==> config.mk <==
export PLATFORM = sky130hd
export DESIGN_NAME = rxb_selftest_core
export DESIGN_NICKNAME = d
export VERILOG_FILES = /design/src/core/rxb_pkg.sv /design/src/core/rxb_selftest_core.sv /design/src/core/rxb_sync.sv
export VERILOG_INCLUDE_DIRS = /design/src /design/src/core
export SDC_FILE = /design/constraint.sdc
export NUM_CORES = 1
export LEC_CHECK = 0
export BUFFER_PORTS_ARGS = -buffer_cell sky130_fd_sc_hd__clkbuf_2
export CORE_MARGIN = 3
export CORE_UTILIZATION = 47
export CTS_CLUSTER_SIZE = 28
export DETAILED_ROUTE_END_ITERATION = 16
export GPL_TIMING_DRIVEN = 0
export PLACE_DENSITY_LB_ADDON = 0.1
export SLEW_MARGIN = 20
export SYNTH_ARGS = -nofsm -noshare
export SYNTH_HDL_FRONTEND = slang
export SYNTH_HIERARCHICAL = 1
export SYNTH_SLANG_ARGS = --single-unit
==> constraint.sdc <==
create_clock -name clock -period 2.8 [get_ports clock]
set_input_delay 0.28 -clock clock [delete_from_list [all_inputs] [get_ports clock]]
set_output_delay 0.28 -clock clock [all_outputs]
set_load 0.02 [all_outputs]
==> src/core/rxb_params.svh <==
/*
 * Constants of the receive self-test reporting block: register offsets,
 * reset values, field positions and the error window figures.
 * Assumes inclusion by bare name from core and testbench files.
 */
`ifndef RXB_PARAMS_SVH
`define RXB_PARAMS_SVH

// ****************************************
// Register map (byte addresses)
// ****************************************
`define RXB_CTRL_OFF     12'h000
`define RXB_STAT_OFF     12'h004
`define RXB_LOOPS_OFF    12'h008

// ****************************************
// Reset values and fields
// ****************************************
`define RXB_MCAST_RST    8'hff
`define RXB_MCAST_ALL    8'hff
`define RXB_MCAST_MSB    7

// ****************************************
// Self-test figures
// ****************************************
`define RXB_WIN_LEN      28
`define RXB_ERR_LIMIT    5'h0e
`define RXB_LOOP_LEN     511
`define RXB_SYNC_STAGES  2
`define RXB_PIN_COUNT    6
// Idle pin levels: test off, clock low, no match, read off, FIFO on, standard model
`define RXB_PIN_IDLE     6'h2f

`endif

==> src/core/rxb_pkg.sv <==
/*
 * Types shared by the receive self-test reporting block.
 * Assumes nothing beyond a SystemVerilog compiler.
 */
`default_nettype none

package rxb_pkg;

	// Progress of the receive pattern loop
	typedef enum logic [1:0]
	{
		LOOP_IDLE,
		LOOP_HUNT,
		LOOP_RUN
	} rxb_loop_t;

endpackage : rxb_pkg

`default_nettype wire

==> src/core/rxb_selftest_core.sv <==
/*
 * Receive self-test control and reporting: FIFO write suspension,
 * serial address flag handling, forced FIFO flags, loop progress on the
 * full flag, miscompare bit on the data bus and APB status registers.
 * Assumes a receive checker on the same clock giving character strobes,
 * pattern start, loop end and miscompare pulses, and FIFO status inputs.
 */
// Added by the designer: the register offsets and the APB register port.
`default_nettype none

`include "rxb_params.svh"

module rxb_selftest_core (
	input  wire logic              clock,
	input  wire logic              srst,
	input  wire logic [11:0]       paddr,
	input  wire logic              psel,
	input  wire logic              penable,
	input  wire logic              pwrite,
	input  wire logic [31:0]       pwdata,
	output var  logic [31:0]       prdata,
	output var  logic              pready,
	output var  logic              pslverr,
	input  wire logic              rx_selftest_enable_n,
	input  wire logic              rx_if_clock,
	input  wire logic              addr_match_n,
	input  wire logic              rx_read_enable_n,
	input  wire logic              fifo_bypass_n,
	input  wire logic              timing_model_select,
	input  wire logic              rx_char_strobe,
	input  wire logic              rx_char_write,
	input  wire logic              rx_atomic_busy,
	input  wire logic              serial_addr_hit,
	input  wire logic              bist_start_det,
	input  wire logic              bist_loop_last,
	input  wire logic              bist_char_err,
	input  wire logic              fifo_empty_raw,
	input  wire logic              fifo_half_raw,
	input  wire logic              fifo_full_raw,
	input  wire logic [7:0]        fifo_rd_data,
	output var  logic              fifo_write_en,
	output var  logic              bypass_load,
	output var  logic              fifo_read_pop,
	output var  logic              rx_fifo_full_flag,
	output var  logic              rx_fifo_empty_flag,
	output var  logic              rx_fifo_half_flag,
	output var  logic              rx_flag_oe,
	output var  logic [7:0]        rx_parallel_bus,
	output var  logic              rx_violation_bit,
	output var  logic              rx_bus_oe,
	output var  rxb_pkg::rxb_loop_t loop_state
);
	import rxb_pkg::*;

	// ****************************************
	// Pin synchronisation
	// ****************************************
	logic [`RXB_PIN_COUNT-1:0] pins_s;
	logic                      ifclk_prev_q;

	rxb_sync #(
		.WIDTH  (`RXB_PIN_COUNT),
		.RST_VAL(`RXB_PIN_IDLE)
	) u_pin_sync (
		.clock     (clock),
		.srst      (srst),
		.pin_level ({rx_selftest_enable_n, rx_if_clock, addr_match_n,
			rx_read_enable_n, fifo_bypass_n, timing_model_select}),
		.sync_level(pins_s)
	);

	wire bist_req    = ~pins_s[5];
	wire ifclk_s     = pins_s[4];
	wire am_now      = ~pins_s[3];
	wire rd_en_s     = pins_s[2];
	wire bypass_on   = ~pins_s[1];
	// Cascade model selected by a low level
	wire cascade_on  = ~pins_s[0];
	wire rd_active   = cascade_on ? rd_en_s : ~rd_en_s;
	wire if_edge     = ifclk_s & ~ifclk_prev_q;

	// ****************************************
	// Self-test recognition and write gating
	// ****************************************
	logic       bist_q;
	logic       drop_q;
	logic       addr_flag_q;
	logic [7:0] mcast_q;

	wire bist_enter  = bist_req & ~bist_q;
	wire match_all   = (mcast_q == `RXB_MCAST_ALL);
	wire accept      = addr_flag_q | match_all;
	wire drop_d      = (bist_enter & rx_atomic_busy) | (drop_q & (rx_atomic_busy | bist_q));
	// New address hit wins over the clear
	wire addr_flag_d = serial_addr_hit | (addr_flag_q & ~bist_enter);
	// No FIFO writes while self-test is recognised
	wire store_ok    = rx_char_write & accept & ~bist_q & ~drop_q;

	always_ff @(posedge clock)
	begin
		if (srst)
		begin
			bist_q        <= 1'b0;
			drop_q        <= 1'b0;
			addr_flag_q   <= 1'b0;
			ifclk_prev_q  <= 1'b0;
			fifo_write_en <= 1'b0;
			bypass_load   <= 1'b0;
		end
		else
		begin
			bist_q        <= bist_req;
			drop_q        <= drop_d;
			addr_flag_q   <= addr_flag_d;
			ifclk_prev_q  <= ifclk_s;
			// Asynchronous configuration stores into the FIFO
			fifo_write_en <= store_ok & ~bypass_on;
			bypass_load   <= store_ok & bypass_on;
		end
	end

	// ****************************************
	// Loop progress and error window
	// ****************************************
	logic [`RXB_WIN_LEN-1:0] win_q;
	logic [4:0]              err_cnt_q;
	logic [15:0]             loops_q;
	rxb_loop_t               state_d;

	wire       win_shift = rx_char_strobe & (loop_state == LOOP_RUN);
	wire       err_in    = bist_char_err & win_shift;
	wire [4:0] err_cnt_d = win_shift ?
		5'(err_cnt_q + {4'h0, err_in} - {4'h0, win_q[`RXB_WIN_LEN-1]}) : err_cnt_q;
	// Too many misses inside the window
	wire       too_many  = win_shift & (err_cnt_d >= `RXB_ERR_LIMIT);
	wire       loop_end  = bist_loop_last & (loop_state == LOOP_RUN) & ~too_many;

	always_comb
	begin
		state_d = loop_state;
		case (loop_state)
			LOOP_IDLE:
				if (bist_enter)
					state_d = LOOP_HUNT;
			LOOP_HUNT:
				if (!bist_req)
					state_d = LOOP_IDLE;
				else if (bist_start_det)
					state_d = LOOP_RUN;
			LOOP_RUN:
				if (!bist_req)
					state_d = LOOP_IDLE;
				else if (too_many)
					state_d = LOOP_HUNT;
			default:
				state_d = LOOP_IDLE;
		endcase
	end

	always_ff @(posedge clock)
	begin
		if (srst)
		begin
			loop_state <= LOOP_IDLE;
			win_q      <= '0;
			err_cnt_q  <= 5'h00;
			loops_q    <= 16'h0000;
		end
		else
		begin
			loop_state <= state_d;
			// Window restarts on every fresh pattern start
			if (state_d != LOOP_RUN || loop_state != LOOP_RUN)
			begin
				win_q     <= '0;
				err_cnt_q <= 5'h00;
			end
			else if (win_shift)
			begin
				win_q     <= {win_q[`RXB_WIN_LEN-2:0], err_in};
				err_cnt_q <= err_cnt_d;
			end
			if (loop_end)
				loops_q <= 16'(loops_q + 16'h0001);
		end
	end

	// ****************************************
	// Host interface side
	// ****************************************
	logic full_pend_q;
	logic err_pend_q;
	logic rd_prev_q;

	// Entry and hunt set the flag, addressed or not
	wire full_set   = (state_d == LOOP_HUNT) | loop_end;
	wire err_set    = err_in;
	// Latched until an interface edge sees it: addressed for full, data bus enabled for the miscompare bit
	// Bypass keeps nothing past one interface edge
	wire full_take  = if_edge & (bypass_on | am_now);
	wire err_take   = if_edge & (bypass_on | rx_bus_oe);
	wire full_pend_d = full_set | (full_pend_q & ~full_take);
	wire err_pend_d  = err_set | (err_pend_q & ~err_take);
	// Full flag carries loop progress in self-test
	// Pulse lasts one interface clock period
	wire full_act   = bist_q ? (full_pend_q | full_set) : fifo_full_raw;
	// Real status once self-test is gone
	// FIFO reset cannot disturb the forced view
	wire empty_act  = bist_q | fifo_empty_raw;
	wire half_act   = ~bist_q & fifo_half_raw;
	wire sel_start  = rd_active & ~rd_prev_q & (rx_flag_oe | am_now);
	wire sel_d      = rd_active & (rx_bus_oe | sel_start);

	always_ff @(posedge clock)
	begin
		if (srst)
		begin
			full_pend_q        <= 1'b0;
			err_pend_q         <= 1'b0;
			rd_prev_q          <= 1'b0;
			rx_flag_oe         <= 1'b0;
			rx_bus_oe          <= 1'b0;
			rx_fifo_full_flag  <= 1'b1;
			rx_fifo_empty_flag <= 1'b1;
			rx_fifo_half_flag  <= 1'b1;
			rx_parallel_bus    <= 8'h00;
			rx_violation_bit   <= 1'b0;
			fifo_read_pop      <= 1'b0;
		end
		else
		begin
			full_pend_q   <= full_pend_d;
			err_pend_q    <= err_pend_d;
			fifo_read_pop <= if_edge & sel_d & ~bist_q & ~bypass_on & ~fifo_empty_raw;
			if (if_edge)
			begin
				rd_prev_q          <= rd_active;
				// Flag drivers follow the sampled match
				rx_flag_oe         <= am_now;
				// Data bus only for a selected read
				rx_bus_oe          <= sel_d;
				rx_fifo_full_flag  <= cascade_on ? full_act : ~full_act;
				rx_fifo_empty_flag <= cascade_on ? empty_act : ~empty_act;
				rx_fifo_half_flag  <= cascade_on ? half_act : ~half_act;
				rx_parallel_bus    <= bist_q ? 8'h00 : fifo_rd_data;
				rx_violation_bit   <= bist_q & (err_pend_q | err_set);
			end
		end
	end

	// ****************************************
	// APB slave, zero wait states
	// ****************************************
	wire        apb_setup = psel & ~penable;
	wire        apb_wr    = psel & penable & pready & pwrite;
	wire        hit_ctrl  = (paddr == `RXB_CTRL_OFF);
	wire        hit_stat  = (paddr == `RXB_STAT_OFF);
	wire        hit_loops = (paddr == `RXB_LOOPS_OFF);
	wire        hit_any   = hit_ctrl | hit_stat | hit_loops;
	wire [31:0] stat_word = {21'h000000, err_cnt_q, err_pend_q, full_pend_q,
		loop_state, addr_flag_q, bist_q};
	wire [31:0] rd_word   = hit_ctrl  ? {24'h000000, mcast_q} :
		hit_stat  ? stat_word :
		hit_loops ? {16'h0000, loops_q} : 32'h00000000;

	always_ff @(posedge clock)
	begin
		if (srst)
		begin
			mcast_q <= `RXB_MCAST_RST;
			prdata  <= 32'h00000000;
			pready  <= 1'b0;
			pslverr <= 1'b0;
		end
		else
		begin
			pready  <= apb_setup;
			pslverr <= apb_setup & ~hit_any;
			prdata  <= (apb_setup & ~pwrite) ? rd_word : 32'h00000000;
			if (apb_wr && hit_ctrl)
				mcast_q <= pwdata[`RXB_MCAST_MSB:0];
		end
	end
endmodule : rxb_selftest_core

`default_nettype wire

==> src/core/rxb_sync.sv <==
/*
 * Two-flop synchroniser for a group of pin levels.
 * Assumes the inputs are levels from outside the clock domain.
 */
`default_nettype none

module rxb_sync #(
	parameter int               WIDTH   = 1,
	parameter logic [WIDTH-1:0] RST_VAL = '0
) (
	input  wire logic             clock,
	input  wire logic             srst,
	input  wire logic [WIDTH-1:0] pin_level,
	output var  logic [WIDTH-1:0] sync_level
);
	import rxb_pkg::*;

	logic [WIDTH-1:0] meta_q;

	// First stage feeds only the second stage
	always_ff @(posedge clock)
	begin
		// Reset to idle levels, so no false request follows reset
		if (srst)
		begin
			meta_q     <= RST_VAL;
			sync_level <= RST_VAL;
		end
		else
		begin
			meta_q     <= pin_level;
			sync_level <= meta_q;
		end
	end

endmodule : rxb_sync

`default_nettype wire

Word-level counts from Yosys, hierarchy flattened --
Index checks and enable logic that the tools add are counted.
Word-level totals: bits in registers 129, output and inout bits 53
Operators by class: add/sub/neg operators 3, $lt $le $gt $ge 1, eq/ne operators 8, muxes and demuxes 16, bitwise operators 71, reductions and logical operators 9
Operator list (count):
- 1-bit bitwise AND | 34
- 11-bit 2-to-1 mux | 2
- 1-bit inverter | 21
- 16-bit by 1-bit adder with 16-bit output, second input constant | 1
- 8-bit 2-to-1 mux | 2
- 1-bit OR | 16
- 12-bit by 3-bit equality test with 1-bit output, second input constant | 1
- 12-bit by 4-bit equality test with 1-bit output, second input constant | 1
- 12-bit logical NOT | 1
- 2-bit 2-to-1 mux | 5
- 8-bit equality test, second input constant | 1
- 2-bit one-hot mux with 3 select lines | 1
- 5-bit by 1-bit adder with 5-bit output | 1
- 5-bit by 4-bit greater-or-equal comparator with 1-bit output, second input constant | 1
- 1-bit 2-to-1 mux | 5
- 5-bit 2-to-1 mux | 1
- 5-bit OR reduction | 1
- 5-bit by 1-bit subtractor with 5-bit output | 1
- 2-bit by 1-bit equality test with 1-bit output, second input constant | 2
- 2-bit inequality test, second input constant | 2
- 2-bit OR reduction | 2
- 4-bit OR reduction | 1
- 3-bit OR reduction | 1
- 2-bit equality test, second input constant | 1
- other kinds (3) | 3

Longest topological paths before layout --
Gate-level depths: netlist of run 1.
depth after elaboration 17, gate-level depth with buffers 14

By module --
Netlist of run 1, hierarchy kept.
By module, submodules not included:
- rxb_selftest_core | instances 1, cells an instance 504, area an instance 4290.4 µm²
- rxb_sync | instances 1, cells an instance 25, area an instance 331.6 µm²

Worst setup path after synthesis of run 1 --
Ideal clock, no wire load.
path type register -> register, start register loop_state[1], end register rx_fifo_full_flag, library setup time 0.116 ns, arrival 2.979 ns, data required time 2.684 ns, slack -0.296 ns, cell stages (with the launch flop) 15, clock period less this slack 3.096 ns, cells stage by stage dfxtp_1 -> and3b_1 -> buf_4 -> nand2_1 -> ha_1 -> inv_1 -> ha_1 -> fa_1 -> xnor2_1 -> nand4bb_1 -> buf_2 -> and2_1 -> buf_6 -> o31a_1 -> o211a_1
Between the ends: cells in the longest elaborated chain, start to end 17
Ends and longest elaborated chain:
- start, declared | line rxb_selftest_core.sv:51 | output var rxb_pkg::rxb_loop_t loop_state
- start signal, assigned | line rxb_selftest_core.sv:171 | loop_state <= state_d;
- 2-bit equality test | line rxb_selftest_core.sv:130, rxb_selftest_core.sv:136, rxb_selftest_core.sv:141
- 1-bit bitwise AND | line rxb_selftest_core.sv:130 | wire win_shift = rx_char_strobe & (loop_state == LOOP_RUN);
- 1-bit bitwise AND | line rxb_selftest_core.sv:131 | wire err_in = bist_char_err & win_shift;
- 5-bit by 1-bit adder with 5-bit output | line rxb_selftest_core.sv:133 | 5'(err_cnt_q + {4'h0, err_in} - {4'h0, win_q[`RXB_WIN_LEN-1]}) : err_cnt_q;
- 5-bit by 1-bit subtractor with 5-bit output | line rxb_selftest_core.sv:133
- 5-bit 2-to-1 mux | line rxb_selftest_core.sv:132 | wire [4:0] err_cnt_d = win_shift ?
- 5-bit by 4-bit greater-or-equal comparator with 1-bit output (no line)
- 1-bit bitwise AND | line rxb_selftest_core.sv:135 | wire too_many = win_shift & (err_cnt_d >= `RXB_ERR_LIMIT);
- 2-bit 2-to-1 mux | line rxb_selftest_core.sv:153 | else if (too_many)
- 2-bit 2-to-1 mux | line rxb_selftest_core.sv:151 | if (!bist_req)
- 2-bit one-hot mux with 3 select lines | line rxb_selftest_core.sv:141 | case (loop_state)
- 2-bit by 1-bit equality test with 1-bit output | line rxb_selftest_core.sv:196 | wire full_set = (state_d == LOOP_HUNT) | loop_end;
- 1-bit OR * | line rxb_selftest_core.sv:196
- 1-bit OR * | line rxb_selftest_core.sv:206 | wire full_act = bist_q ? (full_pend_q | full_set) : fifo_full_raw;
- 1-bit 2-to-1 mux * | line rxb_selftest_core.sv:206
- 1-bit inverter | line rxb_selftest_core.sv:242 | rx_fifo_full_flag <= cascade_on ? full_act : ~full_act;
- 1-bit 2-to-1 mux * | line rxb_selftest_core.sv:242
- end signal, assigned | line rxb_selftest_core.sv:242
- end, declared | line rxb_selftest_core.sv:44 | output var logic rx_fifo_full_flag,
Every way passes the cells marked *; elsewhere a longest branch is shown, timed or not. A chain may end at the register's enable or synchronous reset.

Worst setup path in the final report of run 1 --
start register loop_state[0], end register rx_fifo_full_flag
Same word-level chain as after synthesis.

==> results of run 1 <==
## placed cells by master, fill, tap and decap left out, drive strengths merged, types with 4 or more instances in the layout
master | Yosys | layout
xnor2 | 5 | 5
and3 | 6 | 6
nand2b | 4 | 4
a211o | 11 | 11
nand3b | 10 | 10
conb | 1 | 16
buf | 23 | 41
dfxtp | 113 | 113
dlygate4sd3 | 0 | 14
and2 | 9 | 9
nand3 | 9 | 9
nand4 | 13 | 13
mux2i | 9 | 9
ha | 6 | 6
clkinv | 0 | 6
nor2 | 55 | 55
nand2 | 81 | 81
clkbuf | 24 | 125
a21oi | 57 | 57
xor2 | 16 | 16
nor2b | 16 | 16
or2 | 12 | 12
inv | 9 | 10
nor4 | 4 | 4
## per-stage QoR
step / setup TNS [ps] / total power, uW / utilization (%) / hold slack (ps) / instance area, sq um
after floorplan: -45.84 / 1792 / - / 372.7 / 4731
after global placement: -7192 / 1862 / 56.48 / 389.8 / 5318
after detailed placement: -8165 / 1864 / 56.48 / 390.5 / 5318
after CTS: -92.65 / 3988 / 65.49 / 0.4370 / 6166
after global routing: -1486 / 4100 / 66.49 / 9.650 / 6260
final: -20.11 / 3958 / 66.49 / 3.363 / 6260
## routing by layer
| metal | GRT usage (%) | up-vias |
|---|---|---|
| met3 | 5.559 | 19 |
| met1 | 25.05 | 1874 |
| met4 | 8.435 | 0 |
| met5 | 0 | - |
| li1 | - | 2047 |
| met2 | 33.00 | 105 |
## sequential cells by signal, indices dropped and copies added (netlist names), 2 cells and up
| register | flops |
|---|---|
| loop_state | 2 |
| loops_q | 16 |
| err_cnt_q | 5 |
| u_pin_sync/sync_level | 6 |
| rx_parallel_bus | 8 |
| win_q | 28 |
| mcast_q | 8 |
| u_pin_sync/meta_q | 6 |
| prdata | 16 |
## cell families (layout without fill, tap and decap cells)
family          Yosys count  count (layout)  share of synthesized area, %
simple gates            236             236                         25.42
flops                   113             113                         48.94
compound gates           86              86                         11.23
buf+inv                  56             201                         6.334
xor+xnor                 21              21                         3.979
mux                       9               9                         1.949
fa+ha+maj                 7               7                         2.057
other cells               1              16                       0.08113
## cell type report
cell class,count,area share [%]
Clock buffer,20,7.456
Multi-Input combinational cell,375,35.48
Clock inverter,12,2.079
Buffer,46,4.577
Timing Repair Buffer,114,11.03
Tap cell,129,2.578
Inverter,9,0.5397
Sequential cell,113,36.26
## path summary, 6_finish.rpt
check | from | to | cells past startpoint
worst max-delay path | loop_state[0] | rx_fifo_full_flag | 13
worst min-delay path | rx_if_clock | u_pin_sync/meta_q[4] | 2
worst max register to register | loop_state[0] | rx_fifo_full_flag | 13
worst min register to register | u_pin_sync/meta_q[2] | u_pin_sync/sync_level[2] | 1
## power by group through the flow
stage               Clock (uW)  Combinational [uW]  Sequential [uW]
finish                    2110                 208             1640
floorplan                    0                 108             1680
CTS                       2140                 208             1640
detailed placement           0                 189             1680
global placement             0                 187             1670
global route              2230                 228             1640
## critical path, cell delays in order (launching register included)
cell and delay, ps:
dfxtp_4 350, and3b_1 220, buf_6 120, nand2_8 50
ha_4 260, inv_2 40, ha_4 150, fa_2 530
nand2_2 50, nand4bb_1 190, buf_6 160, and2_4 160
o31a_1 240, o211a_1 200
## timing repair
action                                 in CTS  in global routing
endpoints found under the hold margin      14                  0
setup endpoints to repair                  47                 47
hold buffers                               14                  0
resized for setup                          15                 21
gates cloned                                1                  1
setup buffers                               9                  4
pin swaps                                   7                 10
==> results, run 1 <==
- The run finished, with violations left.
- The checks that failed: setup timing.
- Summing every instance area after synthesis gives 4622 sq um.
- Summed over all cells, the static leakage comes to 0.002540 uW.
- Net switching is 22.02% of the power.
- The max-slew violation count is 0.
- Of all nets on the critical path, the largest fanout is 5.
- Across the routed clock network, the largest skew measured is 8.381 ps.
- The final layout contains routed wiring with a total length of 11060 um.
- The clock-pin slew on the worst setup and hold paths is 50 ps.
- The average instance area after synthesis is 8.737 sq um.
- The net count of the finished layout is 756.
- The internal power consumption is 3086 uW.
- For flop-to-flop paths, the worst setup slack is -20 ps.
- The filler cell count is 776.
- The endpoint class of the critical path is a register.
- The data arrival time of the worst path is 3220 ps.
- The count of vias placed by the detailed router is 4045.
- Once layout is complete, the cells apart from fillers number 818.
- The total area of sequential cells is 2270 sq um.
- The number of synthesized flops with an enable pin is 0.
- For the pin with the worst max-slew slack, the measured transition is 723.6 ps.
- The pre-CTS setup slack is -237.1 ps.
- For this configuration, the core starts out at a cell density of 49.09%.
- In this run, CTS created clock tree buffers numbering 17.
- Clock latency on the worst-skew pair, taken at its later pin, is 510 ps.
- The I/O pin count is 126.
- Setup violations remaining at the end of the flow were counted as 1.
- The worst voltage drop across the vdd grid is 0.3335 mV.
- The combined area of the multi-input logic cells is 2221 sq um.
- The number of buffer cells added on primary ports is 85.
- The period utilization is 100.7%.
- For this run, asynchronously set or reset flops after synthesis account for 0%.
- The wire-length estimate of the detail-placed layout is 7632 um.
- The H-tree was split into 4 levels.
- The primary flip-flop cell chosen by synthesis mapping is dfxtp_1.
- For this block, wires on met1 add up to 4827 um.
- The final-report hold violation count is 0.
- The die covers 11060 sq um.
- The tree built by TritonCTS fans out to 113 sinks.
- The routed design uses 615 um of met3 wire.
- The initial antenna violation count was 0.
- The clock root buffer is clkbuf_8.
- Sequential elements use 48.94% of the synthesized area.
- The routed design uses 5429 um of met2 wire.
- The max-slew headroom at the worst pin is 51.36%.
- The height of the die is 105.2 um.
- Yosys attributes the largest share of cell area to dfxtp_1, nand2_1, a21oi_1.
- In this run the power density over the cells is 632.3 nW/um^2.
- The number of distinct library cells after synthesis is 51.
- The diode insertion count for antenna repair is 0.
- The residual DRC count is 0.
- Synthesis inferred 113 register bits.
- For this run, the number of Yosys warnings is 6.
- Compared with the post-synthesis result, the final layout area differs by 35.44%.
- In the global route stage, overall resource usage came out at 20.19%.
- Cells with a size suffix above 1 make up 26.12% of the layout.
- After detailed placement, the design holds a cell count of 758.
- The via-per-instance ratio is 4.945.
- The CTS tree is done.
- Combinational logic is responsible for 5.3% of the overall power.
- No sink is reached through more buffers than the 2 on the longest clock path.
- The fraction of power consumed by the clock network is 53.3%.
- The first-pass GRT wire length is 18120 um.
- STA classifies the critical path startpoint as a register.
- The smallest setup slack after layout is -20.11 ps.
- The total number of placement rows is 35.
- The post-layout minimum cycle time is 2820 ps.
- Sorting the synthesized cells by how often they occur yields dfxtp_1, nand2_1, a21oi_1.
- Summed over all layers, the global routing overflow is 0.
- The uppermost signal routing layer after detailed routing is met4.
- The congestion estimate from routability-driven global placement came to 0.8353.
- In the final routed layout, each cell accounts on average for 13.52 um.
- The iteration-0 DRC count of the detailed router is 186.
- At the worst endpoint, the required time is 3200 ps.
- Synthesis produced 529 cells.
- The number of nets with antenna violations after detailed routing is 0.
- By instance count, the leading cell after synthesis is dfxtp_1.
- The number of max-cap violations is 0.
- The path class of the lowest-slack min-delay path is input pin to register.
- The net switching power figure is 871.5 uW.
- The die width is 105.2 um.
- The pin count of the biggest net entering global routing is 17.
- The area share of the largest cell type after synthesis is 48.94%.
- The number of detailed-route iterations in the first pass is 5.
- The upper clock frequency limit is 354.6 MHz.
- The via count of the first global-routing pass came to 3854.
- The class of the most critical setup path is register to register.
- Setup repair after global routing could not meet its margin everywhere.
- The part of the power in registers is 41.5%.
- The core region is 9415 sq um.
- Summed over all instances, the cell type with the most area after synthesis is dfxtp_1.
(Power assumes the default switching activity.)
==> run 2: changes to the inputs <==
--- a/config.mk
+++ b/config.mk
@@ -7,12 +7,14 @@
 export NUM_CORES = 1
 export LEC_CHECK = 0
 export BUFFER_PORTS_ARGS = -buffer_cell sky130_fd_sc_hd__clkbuf_2
+export CAP_MARGIN = 5
 export CORE_MARGIN = 3
 export CORE_UTILIZATION = 47
 export CTS_CLUSTER_SIZE = 28
 export DETAILED_ROUTE_END_ITERATION = 16
 export GPL_TIMING_DRIVEN = 0
 export PLACE_DENSITY_LB_ADDON = 0.1
+export RECOVER_POWER = 50
 export SLEW_MARGIN = 20
 export SYNTH_ARGS = -nofsm -noshare
 export SYNTH_HDL_FRONTEND = slang
==> run 2 against run 1 <==
Against the previous run: the run still ends with setup timing left; clock-buffer cell count unchanged; combinational power about the same; via count increased by 0.40%; critical path depth unchanged; sequential power about the same.
==> results, run 2 (same netlist as run 1, synthesis figures left out) <==
- The delay of the slowest critical-path stage is 530 ps (about the same).
- CP cell instances: and3b_1 -> buf_6 -> nand2_8 -> ha_4 -> inv_2 -> ha_4 -> fa_2 -> nand2_2 -> nand4bb_1 -> buf_6 -> and2_4 -> o31a_1 -> o211a_1 (unchanged).
- The number of max-cap violations is 0 (unchanged).
- The net switching power figure is 874.5 uW (was 871.5 uW).
- The total number of placement rows was 35 (unchanged).
- The path depth of the worst reg2reg path came to 13 (unchanged).
- The per-cell routed wire length is 13.60 um (was 13.52 um).
- The number of nets with antenna violations after detailed routing is 0 (unchanged).
- Commonest non-fill, non-tap cells in the layout: dfxtp_1, nand2_1, clkbuf_1, a21oi_1, nor2_1 (was dfxtp_1, clkbuf_2, nand2_1, a21oi_1, nor2_1).
- The total detailed-routing wirelength is 11120 um (was 11060 um).
- The placed wire-length estimate after detailed placement came to 7632 um (unchanged).
- The number of nets in the final layout is 756 (unchanged).
- The area of the die is 11060 sq um (unchanged).
- The height of the die came to 105.2 um (unchanged).
- The power density normalized to cell area was 637.1 nW/um^2 (was 632.3 nW/um^2).
- The reg-to-reg critical path endpoint is rx_fifo_full_flag (unchanged).
- The biggest fanout along the worst timing path is 5 (unchanged).
- The slowest stage cell on the critical path is fa_2 (unchanged).
- The maximum level of the CTS H-tree was 4 (unchanged).
- The clock sink total is 113 (unchanged).
- The via count of the first global-routing pass is 3854 (unchanged).
- The pin count of the biggest net entering global routing was 17 (unchanged).
- The register bank with the most flops is win_q (unchanged).
- The leakage power summed over all cells is 0.002416 uW (was 0.002540 uW).
- The initial standard-cell utilization of the core is 49.09% (unchanged).
- The post-layout minimum cycle time is 2819 ps (was 2820 ps).
- The count of vias placed by the detailed router came to 4061 (was 4045).
- The combined global-route utilization of all metal layers is 20.19% (unchanged).
- The clock root buffer is clkbuf_8 (unchanged).
- The combinational fraction of design power came to 5.2% (was 5.3%).
- The data required time of the critical path came to 3200 ps (about the same).
- The initial antenna violation count is 0 (unchanged).
- The maximum buffer depth of the clock tree is 2 (unchanged).
- The smallest setup slack after layout is -19.06 ps (was -20.11 ps).
- The via-per-instance ratio is 4.965 (was 4.945).
- The final-report hold violation count came to 0 (unchanged).
- The register-to-register setup slack was -20 ps (about the same).
- The first-pass GRT wire length came to 18120 um (unchanged).
- The diode insertion count for antenna repair was 0 (unchanged).
- The number of buffers created by CTS is 17 (unchanged).
- The part of the power in registers is 41.5% (about the same).
- The flip-flop count of the largest register, all copies and words added came to 28 (unchanged).
- The iteration-0 DRC count of the detailed router is 182 (was 186).
- The share of the core filled with cells in the final layout is 65.99% (was 66.49%).
- The residual DRC count is 0 (unchanged).
- The data arrival time of the worst path came to 3220 ps (about the same).
- The transition time of the tightest slew-check pin is 735.2 ps (was 723.6 ps).
- The capture point of the critical path is rx_fifo_full_flag (unchanged).
- Result of the run: finished, violations left (unchanged).
- The area growth from synthesis to layout is 34.43% (was 35.44%).
- The core area was 9415 sq um (unchanged).
- The worst clock skew on the final layout is 8.452 ps (was 8.381 ps).
- The max-slew headroom at the worst pin is 50.58% (was 51.36%).
- The fraction of power consumed by the clock network is 53.3% (about the same).
- The max-slew violation count is 0 (unchanged).
- The I/O pin count is 126 (unchanged).
- The number of buffer cells added on primary ports is 85 (unchanged).
- The die width is 105.2 um (unchanged).
- The pre-CTS setup slack came to -237.1 ps (unchanged).
- The insertion delay to the later sink of the worst-skew pair is 510 ps (about the same).
- The path class of the lowest-slack min-delay path is input pin to register (unchanged).
- The filler cell count is 795 (was 776).
- Largest registers: win_q (28), loops_q (16), prdata (16) (unchanged).
- Failing checks: setup timing (unchanged).
- The endpoint class of the critical path is a register (unchanged).
- The type of origin of the critical path was a register (unchanged).
- The worst voltage drop across the vdd grid is 0.3350 mV (was 0.3335 mV).
- The fraction of power spent switching nets is 22.09% (was 22.02%).
- The startpoint of the most critical register-to-register path is loop_state[0] (unchanged).
- The internal power consumption came to 3084 uW (was 3086 uW).
- The clock-pin slew on the worst setup and hold paths is 50 ps (about the same).
- The period utilization is 100.7% (about the same).
- The residual overflow from global routing is 0 (unchanged).
- The sum of negative setup slack is -19.06 ps (was -20.11 ps).
- The class of the most critical setup path is register to register (unchanged).
- The upper clock frequency limit is 354.7 MHz (was 354.6 MHz).
- The worst setup path startpoint is loop_state[0] (unchanged).
- The routability congestion estimate from global placement was 0.8353 (unchanged).
- The share of layout cells above drive strength 1 is 20.75% (was 26.12%).
- The CTS tree is done (unchanged).
- The number of endpoints failing setup at the final stage is 1 (unchanged).
- The number of detailed-route iterations in the first pass is 4 (was 5).
- The most common cell after layout, fill and taps aside is dfxtp_1 (unchanged).
- Unrepaired setup endpoints after global routing: yes (unchanged).
[run 2: how the worst min path moves through the flow]
stage	startpoint	to	slack, ps	cells past startpoint
final	rx_if_clock	u_pin_sync/meta_q[4]	2	2
after global routing	rx_if_clock	u_pin_sync/meta_q[4]	10	2
after CTS	rx_if_clock	u_pin_sync/meta_q[4]	0.4	2
after detailed placement	u_pin_sync/meta_q[2]	u_pin_sync/sync_level[2]	390	1
after global placement	u_pin_sync/meta_q[3]	u_pin_sync/sync_level[3]	390	1
after floorplan	srst	bist_q	370	1
[run 2: worst max-delay path: cells and delay by family, from the launching register on]
kind                       cells  cell delay [ps]
adders and majority gates      3              940
buffers and inverters          3              320
AOI/OAI and AO/OA              2              440
and+or+nand+nor                5              670
DFF                            1              350
[run 2: stage by stage]
stage / cell area [sq um] / instances / total power, uW / hold slack (ps)
after detailed placement: 5318 / 758 / 1864 / 390.5
after floorplan: 4731 / 544 / 1792 / 372.7
after global routing: 6213 / 818 / 4097 / 9.650
after global placement: 5318 / 758 / 1862 / 389.8
after CTS: 6166 / 813 / 3988 / 0.4370
final: 6213 / 818 / 3958 / 1.984
[run 2: what timing repair did]
item | CTS | global route
cloned | 1 | 1
hold buffers | 14 | 0
gates resized for setup | 15 | 21
endpoints found under the hold margin | 14 | 0
setup endpoints to repair | 47 | 47
buffers inserted | 9 | 4
pin swaps | 7 | 10
[run 2: final cells by class]
| class | instances | area, sq um | area share [%] |
|---|---|---|---|
| sequential | 113 | 2270 | 36.53 |
| inverter | 9 | 33.78 | 0.5437 |
| timing repair buffer | 114 | 644.4 | 10.37 |
| multi-input combinational | 375 | 2221 | 35.74 |
| clock buffer | 20 | 466.7 | 7.511 |
| clock inverter | 12 | 130.1 | 2.094 |
| tap | 129 | 161.4 | 2.598 |
| buffer | 46 | 286.5 | 4.611 |
[run 2: per-layer routing]
metal	GRT usage, %	vias to the layer above	share of wire (%)
li1	-	2049	-
met1	25.05	1881	44
met4	8.435	0	1.8
met3	5.559	21	5.3
met5	0	-	0
met2	33.00	110	49
[run 2: power groups by stage]
stage | Sequential (uW) | Combinational, uW | Clock [uW]
6_report | 1640 | 206 | 2110
5_1_grt | 1640 | 226 | 2230
4_1_cts | 1640 | 208 | 2140
3_5_place_dp | 1680 | 189 | 0
3_3_place_gp | 1670 | 187 | 0
2_1_floorplan | 1680 | 108 | 0
